===== src/shared/dic_pkg.sv =====
// Package with register map, field layout and timing constants of the input conditioner.
package dic_pkg;
   localparam int NUM_CH = 3;
   localparam int CLK_HZ = 100_000_000;
   localparam int SCAN_MS = 5;
   localparam int SCAN_CYCLES = CLK_HZ / 1000 * SCAN_MS;
   localparam int MS_CYCLES = CLK_HZ / 1000;
   localparam int AC_EXT_MS = 30;
   localparam int DELAY_W = 21;
   localparam int MAX_DELAY_MS = 1_800_000;
   localparam logic [7:0] ADDR_CTRL = 8'h00;
   localparam logic [7:0] ADDR_STATUS = 8'h04;
   localparam logic [7:0] ADDR_ACT0 = 8'h10;
   localparam logic [7:0] ADDR_DROP0 = 8'h20;
   localparam int CTRL_POL_LSB = 0;
   localparam int CTRL_AC_LSB = 8;
   localparam int STAT_RAW_LSB = 0;
   localparam int STAT_COND_LSB = 8;
   localparam int STAT_INT_LSB = 16;
   localparam int STAT_OUT_LSB = 24;
   localparam logic [NUM_CH-1:0] POL_RESET = '0;
   localparam logic [NUM_CH-1:0] AC_RESET = '0;
   localparam logic [DELAY_W-1:0] DELAY_RESET = '0;
   localparam logic [1:0] RESP_OKAY = 2'b00;
   localparam logic [1:0] RESP_SLVERR = 2'b10;
endpackage : dic_pkg


===== src/hdl/dic_chan.sv =====
// One input channel: polarity, pick-up and drop-off delay qualification on the scan tick.
`timescale 1ns/1ns
`default_nettype none
module dic_chan (
   input wire logic clk,
   input wire logic nrst,
   input wire logic scan_tick,
   input wire logic raw,
   input wire logic invert,
   input wire logic ac_mode,
   input wire logic [dic_pkg::DELAY_W-1:0] act_ms,
   input wire logic [dic_pkg::DELAY_W-1:0] drop_ms,
   output logic cond
);
   typedef struct packed {
      logic cond;
      logic [dic_pkg::DELAY_W+2:0] elapsed;
   } dic_chan_state_t;

   dic_chan_state_t s;
   dic_chan_state_t next_s;
   logic level;
   logic [dic_pkg::DELAY_W+2:0] need;

   // Elapsed time counts in milliseconds, five per scan, so delays take effect in whole 5 ms scan steps.
   always_comb begin
      level = raw ^ invert;
      need = s.cond ? ({3'b000, drop_ms} + (ac_mode ? (dic_pkg::DELAY_W+3)'(dic_pkg::AC_EXT_MS) : '0))
                    : {3'b000, act_ms};
      next_s = s;
      if (scan_tick) begin
         if (level == s.cond) begin
            next_s.elapsed = '0;
         end else if (s.elapsed + (dic_pkg::DELAY_W+3)'(dic_pkg::SCAN_MS) > need) begin
            next_s.cond = level;
            next_s.elapsed = '0;
         end else begin
            next_s.elapsed = s.elapsed + (dic_pkg::DELAY_W+3)'(dic_pkg::SCAN_MS);
         end
      end
   end

   // State register; the conditioned level resets low.
   always_ff @(posedge clk or negedge nrst) begin
      if (!nrst) begin
         s <= '0;
      end else begin
         s <= next_s;
      end
   end

   assign cond = s.cond;
endmodule : dic_chan
`default_nettype wire


===== src/hdl/dic_top.sv =====
// Digital input conditioner top: scan divider, pin sync, channels, staged outputs, AXI4-Lite registers.
//
// The address map and the AXI4-Lite interface to the registers are this design's own decisions.
`timescale 1ns/1ns
`default_nettype none
// Contract
// Sample every input once per 5 ms.
// Input change visible within one scan.
// Per-input polarity, energized reads 1 default.
// Activation delay postpones 0 to 1.
// Drop-off delay postpones 1 to 0.
// AC mode adds 30 ms deactivation.
// Internal logic acts one scan later.
// Relay contact updated one further scan.
// Delay needs continuous stable level, else restart.
module dic_top #(parameter int SCAN_DIV = dic_pkg::SCAN_CYCLES) (
   input wire logic clk,
   input wire logic nrst,
   input wire logic [dic_pkg::NUM_CH-1:0] binary_input_channel,
   output logic [dic_pkg::NUM_CH-1:0] internal_input,
   output logic [dic_pkg::NUM_CH-1:0] relay_contact_channel,
   output logic scan_strobe,
   input wire logic [7:0] s_axi_awaddr,
   input wire logic s_axi_awvalid,
   output logic s_axi_awready,
   input wire logic [31:0] s_axi_wdata,
   input wire logic [3:0] s_axi_wstrb,
   input wire logic s_axi_wvalid,
   output logic s_axi_wready,
   output logic [1:0] s_axi_bresp,
   output logic s_axi_bvalid,
   input wire logic s_axi_bready,
   input wire logic [7:0] s_axi_araddr,
   input wire logic s_axi_arvalid,
   output logic s_axi_arready,
   output logic [31:0] s_axi_rdata,
   output logic [1:0] s_axi_rresp,
   output logic s_axi_rvalid,
   input wire logic s_axi_rready
);
   localparam int N = dic_pkg::NUM_CH;
   localparam int DW = dic_pkg::DELAY_W;

   typedef struct packed {
      logic [N-1:0] sync1;
      logic [N-1:0] sync2;
      logic [N-1:0] sampled;
      logic [N-1:0] internal;
      logic [N-1:0] relay;
      logic [18:0] div;
      logic tick;
      logic [N-1:0] invert;
      logic [N-1:0] ac;
      logic [N-1:0][DW-1:0] act;
      logic [N-1:0][DW-1:0] drop;
      logic aw_held;
      logic [7:0] awaddr;
      logic w_held;
      logic [31:0] wdata;
      logic [3:0] wstrb;
      logic bvalid;
      logic [1:0] bresp;
      logic rvalid;
      logic [31:0] rdata;
      logic [1:0] rresp;
      logic aw_rdy;
      logic w_rdy;
      logic ar_rdy;
   } dic_top_state_t;

   dic_top_state_t s;
   dic_top_state_t next_s;
   logic [N-1:0] cond;

   // Byte-lane merge used by every writable register.
   function automatic logic [31:0] dic_merge(input logic [31:0] old, input logic [31:0] data, input logic [3:0] strb);
      logic [31:0] r;
      r = old;
      for (int b = 0; b < 4; b++) begin
         if (strb[b]) begin
            r[b*8 +: 8] = data[b*8 +: 8];
         end
      end
      return r;
   endfunction : dic_merge

   // Channel index of a delay register, or -1 when the offset is not one.
   function automatic int dic_delay_idx(input logic [7:0] addr, input logic [7:0] base);
      int r;
      r = -1;
      for (int i = 0; i < N; i++) begin
         if (addr == base + 8'(4 * i)) begin
            r = i;
         end
      end
      return r;
   endfunction : dic_delay_idx

   // One qualifier per input; the conditioned level only moves on the scan tick.
   for (genvar g = 0; g < N; g++) begin : gen_ch
      dic_chan u_chan (
         .clk(clk),
         .nrst(nrst),
         .scan_tick(s.tick),
         .raw(s.sampled[g]),
         .invert(s.invert[g]),
         .ac_mode(s.ac[g]),
         .act_ms(s.act[g]),
         .drop_ms(s.drop[g]),
         .cond(cond[g])
      );
   end

   // Next-state logic: scan divider, pipeline stages and register bus.
   always_comb begin
      int wi;
      int ri;
      logic [31:0] merged;
      logic [31:0] cur;
      wi = -1;
      ri = -1;
      merged = '0;
      cur = '0;
      next_s = s;
      // Pins are asynchronous to clk, so two flops sit before any use.
      next_s.sync1 = binary_input_channel;
      next_s.sync2 = s.sync1;
      next_s.tick = 1'b0;
      // SCAN_DIV is 5 ms of clk by default; delays count in scans, so a shorter divider only speeds time up.
      if (s.div == 19'(SCAN_DIV - 1)) begin
         next_s.div = '0;
         next_s.tick = 1'b1;
         next_s.sampled = s.sync2;
      end else begin
         next_s.div = s.div + 19'h00001;
      end
      // Each stage lags the previous by one scan, so downstream latency stays bounded.
      if (s.tick) begin
         next_s.internal = cond;
         next_s.relay = s.internal;
      end

      // Write path: address and data accepted in either order.
      if (s_axi_awvalid && !s.aw_held) begin
         next_s.aw_held = 1'b1;
         next_s.awaddr = s_axi_awaddr;
      end
      if (s_axi_wvalid && !s.w_held) begin
         next_s.w_held = 1'b1;
         next_s.wdata = s_axi_wdata;
         next_s.wstrb = s_axi_wstrb;
      end
      if (s.aw_held && s.w_held && !s.bvalid) begin
         next_s.aw_held = 1'b0;
         next_s.w_held = 1'b0;
         next_s.bvalid = 1'b1;
         next_s.bresp = dic_pkg::RESP_OKAY;
         if (s.awaddr == dic_pkg::ADDR_CTRL) begin
            cur = '0;
            cur[dic_pkg::CTRL_POL_LSB +: N] = s.invert;
            cur[dic_pkg::CTRL_AC_LSB +: N] = s.ac;
            merged = dic_merge(cur, s.wdata, s.wstrb);
            next_s.invert = merged[dic_pkg::CTRL_POL_LSB +: N];
            next_s.ac = merged[dic_pkg::CTRL_AC_LSB +: N];
         end else if (dic_delay_idx(s.awaddr, dic_pkg::ADDR_ACT0) >= 0) begin
            wi = dic_delay_idx(s.awaddr, dic_pkg::ADDR_ACT0);
            merged = dic_merge({11'h000, s.act[wi]}, s.wdata, s.wstrb);
            next_s.act[wi] = (merged > dic_pkg::MAX_DELAY_MS) ? DW'(dic_pkg::MAX_DELAY_MS) : merged[DW-1:0];
         end else if (dic_delay_idx(s.awaddr, dic_pkg::ADDR_DROP0) >= 0) begin
            wi = dic_delay_idx(s.awaddr, dic_pkg::ADDR_DROP0);
            merged = dic_merge({11'h000, s.drop[wi]}, s.wdata, s.wstrb);
            next_s.drop[wi] = (merged > dic_pkg::MAX_DELAY_MS) ? DW'(dic_pkg::MAX_DELAY_MS) : merged[DW-1:0];
         end else if (s.awaddr != dic_pkg::ADDR_STATUS) begin
            next_s.bresp = dic_pkg::RESP_SLVERR;
         end
      end
      if (s.bvalid && s_axi_bready) begin
         next_s.bvalid = 1'b0;
      end

      // Read path: one-cycle accept, data registered.
      if (s_axi_arvalid && !s.rvalid) begin
         next_s.rvalid = 1'b1;
         next_s.rresp = dic_pkg::RESP_OKAY;
         next_s.rdata = '0;
         if (s_axi_araddr == dic_pkg::ADDR_CTRL) begin
            next_s.rdata[dic_pkg::CTRL_POL_LSB +: N] = s.invert;
            next_s.rdata[dic_pkg::CTRL_AC_LSB +: N] = s.ac;
         end else if (s_axi_araddr == dic_pkg::ADDR_STATUS) begin
            next_s.rdata[dic_pkg::STAT_RAW_LSB +: N] = s.sampled;
            next_s.rdata[dic_pkg::STAT_COND_LSB +: N] = cond;
            next_s.rdata[dic_pkg::STAT_INT_LSB +: N] = s.internal;
            next_s.rdata[dic_pkg::STAT_OUT_LSB +: N] = s.relay;
         end else if (dic_delay_idx(s_axi_araddr, dic_pkg::ADDR_ACT0) >= 0) begin
            ri = dic_delay_idx(s_axi_araddr, dic_pkg::ADDR_ACT0);
            next_s.rdata = {11'h000, s.act[ri]};
         end else if (dic_delay_idx(s_axi_araddr, dic_pkg::ADDR_DROP0) >= 0) begin
            ri = dic_delay_idx(s_axi_araddr, dic_pkg::ADDR_DROP0);
            next_s.rdata = {11'h000, s.drop[ri]};
         end else begin
            next_s.rresp = dic_pkg::RESP_SLVERR;
         end
      end else if (s.rvalid && s_axi_rready) begin
         next_s.rvalid = 1'b0;
      end
      // Ready flags live in their own flops so every bus output leaves straight from a register.
      next_s.aw_rdy = !next_s.aw_held;
      next_s.w_rdy = !next_s.w_held;
      next_s.ar_rdy = !next_s.rvalid;
   end

   // State register; settings reset to the documented defaults.
   always_ff @(posedge clk or negedge nrst) begin
      if (!nrst) begin
         s <= '0;
         s.invert <= dic_pkg::POL_RESET;
         s.ac <= dic_pkg::AC_RESET;
         s.aw_rdy <= 1'b1;
         s.w_rdy <= 1'b1;
         s.ar_rdy <= 1'b1;
         for (int i = 0; i < N; i++) begin
            s.act[i] <= dic_pkg::DELAY_RESET;
            s.drop[i] <= dic_pkg::DELAY_RESET;
         end
      end else begin
         s <= next_s;
      end
   end

   assign internal_input = s.internal;
   assign relay_contact_channel = s.relay;
   assign scan_strobe = s.tick;
   assign s_axi_awready = s.aw_rdy;
   assign s_axi_wready = s.w_rdy;
   assign s_axi_bvalid = s.bvalid;
   assign s_axi_bresp = s.bresp;
   assign s_axi_arready = s.ar_rdy;
   assign s_axi_rvalid = s.rvalid;
   assign s_axi_rdata = s.rdata;
   assign s_axi_rresp = s.rresp;
endmodule : dic_top
`default_nettype wire


===== config.mk =====
export PLATFORM = sky130hd
export DESIGN_NAME = dic_top
export DESIGN_NICKNAME = d
export VERILOG_FILES = /design/src/shared/dic_pkg.sv /design/src/hdl/dic_chan.sv /design/src/hdl/dic_top.sv
export SDC_FILE = /design/constraint.sdc
export NUM_CORES = 1
export LEC_CHECK = 0
export BUFFER_PORTS_ARGS = -buffer_cell sky130_fd_sc_hd__buf_2
export CAP_MARGIN = 25
export CORE_MARGIN = 3
export CORE_UTILIZATION = 48
export CTS_BUF_LIST = sky130_fd_sc_hd__clkbuf_8
export DETAILED_ROUTE_END_ITERATION = 8
export GPL_TIMING_DRIVEN = 1
export PLACE_DENSITY = 0.7
export SLEW_MARGIN = 20
export SYNTH_ARGS = -nofsm -noshare
export SYNTH_HDL_FRONTEND = slang
export SYNTH_SLANG_ARGS = --single-unit
export TNS_END_PERCENT = 100

===== constraint.sdc =====
create_clock -name clk -period 13.5 [get_ports clk]
set_clock_uncertainty 0.2 [all_clocks]
set_input_delay 0.675 -clock clk [delete_from_list [all_inputs] [get_ports clk]]
set_output_delay 0.675 -clock clk [all_outputs]
set_load 0.05 [all_outputs]

==> metrics.md <==
| Metric | Value |
|---|---|
| GR Util All Layers | 29.6% |
| Max stage delay cell, worst path | nand4_1 |
| Clk_lat worst skew | 670 ps |
| Final min period | 6170 ps |
| Sum of negative setup slack | 0 ps |
| Avg Cell Area, Syn | 9.35 um^2 |
| Crit end category | register |
| RSZ-0062 raised after global routing | no |
| Worst reg-to-reg path cell count | 19 |
| CTS max path bufs | 3 |
| Post-route insts no fill | 2748 |
| Ports | 110 |
| Most frequent cells in the layout | dfrtp_1 (314), nand2_1 (238), o21ai_0 (155), nor2_1 (129), buf_2 (98) |
| Data arrival, critical path | 6560 ps |
| First-pass GRT wire length | 101000 um |
| Antenna viol nets, final | 0 |
| CP Capture Point | gen_ch[2].u_chan.s[5] |
| Clock tree sinks | 319 |
| Synth unique cells | 76 |
| Worst slew pin tran | 1020 ps |
| Crit Path Class | reg -> reg |
| Synth Area in Adders | 5.44% |
| Fillers | 3715 |
| Die area | 44100 um^2 |
| Routed len/inst | 24.2 um |
| Simple-gate share of the synthesized area | 16.5% |
| CTS root buf | clkbuf_8 |
| Core Region | 40900 um^2 |
| Htree depth | 2 |
| Starting DRT DRC Count | 1870 |
| EDFF count, synth | 0 |
| DPL Wire Length | 48000 um |
| Hold Path Stages | 2 |
| Setup violators final | 0 |
| Count of standard-cell rows | 74 |
| Port buffer count | 99 |
| PD cells | 169 nW/um^2 |
| Pre-CTS setup slack | 7350 ps |
| Largest family of logic cells by synthesized area | compound AO/OA/AOI/OAI gates |
| DRC errors left | 0 |
| Max Cap Violations | 0 |
| Post-Synth XOR/XNOR Area | 5.26% |
| CP cell instances | ha_1, inv_1, fa_1, nor2b_1, o21ai_0, nand2b_1, nand2_1, nor3_1, nand4_1, xnor2_1, mux2i_1, ha_1, nand2_1, or4_1, or3_1, o311ai_0, nand4_1, or2_2, o22ai_1 |
| Status | complete, no violations |
| Final wirelength | 66400 um |
| FF+latch area | 7990 um^2 |
| Max VDD drop | 0.159 mV |
| Synthesized area | 20000 um^2 |
| Worst reg-to-reg setup slack | 7330 ps |
| Placed cells | 2630 |
| Area used by multi-input combinational logic | 11100 um^2 |
| CTS buffer count | 57 |
| Vias/cell | 6.29 |
| Crit-path max FO | 23 |
| Via Count | 17300 |
| FF+latch count, synth | 319 |
| Clk slew on worst S/H paths | 60 ps |
| Sequential area share after synthesis | 40.0% |
| Vias in the first global route | 16600 |
| Setup Fix Bufs, Post-CTS | 0 |
| Synth Area in Compound Gates | 19.1% |
| CTS tree | built |
| Startpoint types | register |
| First-pass DRT Iterations | 7 |
| P_leak | 0.00963 uW |
| Post-synthesis cell count | 2137 |
| CP startpoint | s[215] |
| PostCTS Resize Cnt | 0 |
| Worst EP required | 13890 ps |
| Die Ht | 210 um |
| Grt total ovfl | 0 |
| Tcrit/Tclk final | 45.7% |
| Max-slew headroom | 31.7% |
| Most common cell after layout, fill and taps aside | dfrtp_1 |
| Worst setup margin | 7330 ps |
| # nets final | 2314 |
| Hold Fails Final Rpt | 0 |
| Initial antenna violation count | 1 |
| Area Growth Syn to Fin | 10.3% |
| Worst min path class | in -> reg |
| Pin count of the biggest net entering global routing | 107 |
| Final core utilization | 53.8% |
| Layout cells sized above 1 | 15.2% |
| Worst r2r src | s[215] |
| Pwr Total | 3720 uW |
| Slew Viols, Final | 0 |
| Mux share of post-synthesis cell area | 8.88% |
| Die Wd | 210 um |
| Prevailing post-synth register cell | dfrtp_1 |
| Max Fclk | 162 MHz |
| Starting Density | 48.8% |
| # hold bufs at CTS | 7 |
| Warnings from Yosys | 0 |
| Asr flop ratio synth | 100% |
| Slowest stage delay, CP | 870 ps |
| Worst r2r dst | gen_ch[2].u_chan.s[5] |
| GP Congestion | 1.01 |
==> state kept, by name, summed over array words and instances, names as in the netlist <==
signal	count
s	203
gen_ch.u_chan.s	72
s_axi_rdata	24
gen_ch.u_chan.cond	3
internal_input	3
next_s	3
relay_contact_channel	3
s_axi_arready	1
s_axi_awready	1
s_axi_bresp	1
s_axi_bvalid	1
s_axi_rresp	1
s_axi_rvalid	1
s_axi_wready	1
scan_strobe	1
==> power by group <==
group,switching (uW),internal (uW)
clock network,442,619
registers,383,1150
logic,674,446
total,1500,2220
==> final cells by class <==
type | count | area share, %
Antenna cell | 1 | 0.0114
Clock buffer | 76 | 4.75
Timing Repair Buffer | 131 | 3.66
Sequential cell | 319 | 36.3
Tap cell | 532 | 3.02
Multi-Input combinational cell | 1621 | 50.3
Clock inverter | 31 | 1.36
Inverter | 37 | 0.630
==> worst min-delay path by stage <==
stage	startpoint	endpoint	slack, ps
2_1_floorplan	next_s[248]	s[248]	130
3_3_place_gp	next_s[248]	s[248]	130
3_5_place_dp	next_s[250]	s[250]	140
4_1_cts	s_axi_wvalid	s_axi_wready	2
5_1_grt	s_axi_wdata[4]	s[49]	40
6_report	s_axi_wdata[2]	s[47]	50
==> per-layer routing <==
metal	global-route usage (%)	share of wire (%)	vias to the layer above
li1	-	-	7798
met1	41.7	43	8390
met2	44.0	43	880
met3	6.49	9.3	203
met4	13.4	4.8	2
met5	0	0.020	-
==> cells by family after synthesis <==
family,after synthesis
adders and majority gates,85
buffers and inverters,206
other,1
xor gates and xnor gates,120
AOI/OAI and AO/OA,557
and+or+nand+nor,683
muxes,166
DFF,319
==> stage by stage <==
step	hold slack [ps]	cell area (um^2)
global route	42.9	22000
floorplan	131	20000
detailed placement	136	20600
finish	48.8	22000
CTS	1.75	22000
global placement	133	20600
==> Yosys cell counts, types with 7 or more instances <==
library cell	number	area, um^2
and4_1	10	87.6
o211a_1	9	90.1
a21oi_1	96	480
nor2_1	129	484
inv_1	37	139
nand4_1	36	225
nand2_1	238	893
xnor2_1	75	657
nor3_1	48	240
or2_2	7	43.8
o2bb2ai_1	49	429
ha_1	82	1030
or3_1	26	163
nand3_1	67	335
nor4_1	14	87.6
buf_2	14	70.1
a22oi_1	29	218
o31ai_1	7	52.6
and3_1	18	113
mux2i_1	77	771
mux2_2	89	1000
nor2b_1	28	175
and2_1	26	163
o21ai_0	155	776
a221oi_1	15	131
buf_4	43	323
dfrtp_1	316	7910
a21o_1	34	255
xor2_1	45	394
o21a_1	9	67.6
clkbuf_1	101	379
nand2b_1	11	68.8
o211ai_1	38	285
a22o_1	56	490
buf_1	8	30.0
==> worst max-delay path: cells and delay by family (launching register included) <==
kind | cells | cell delay (ps)
mux | 1 | 110
fa+ha+maj | 3 | 970
compound gates | 3 | 450
xor+xnor | 1 | 170
buf+inv | 1 | 60
simple gates | 10 | 3680
flops | 1 | 460
(Power assumes the default switching activity.)
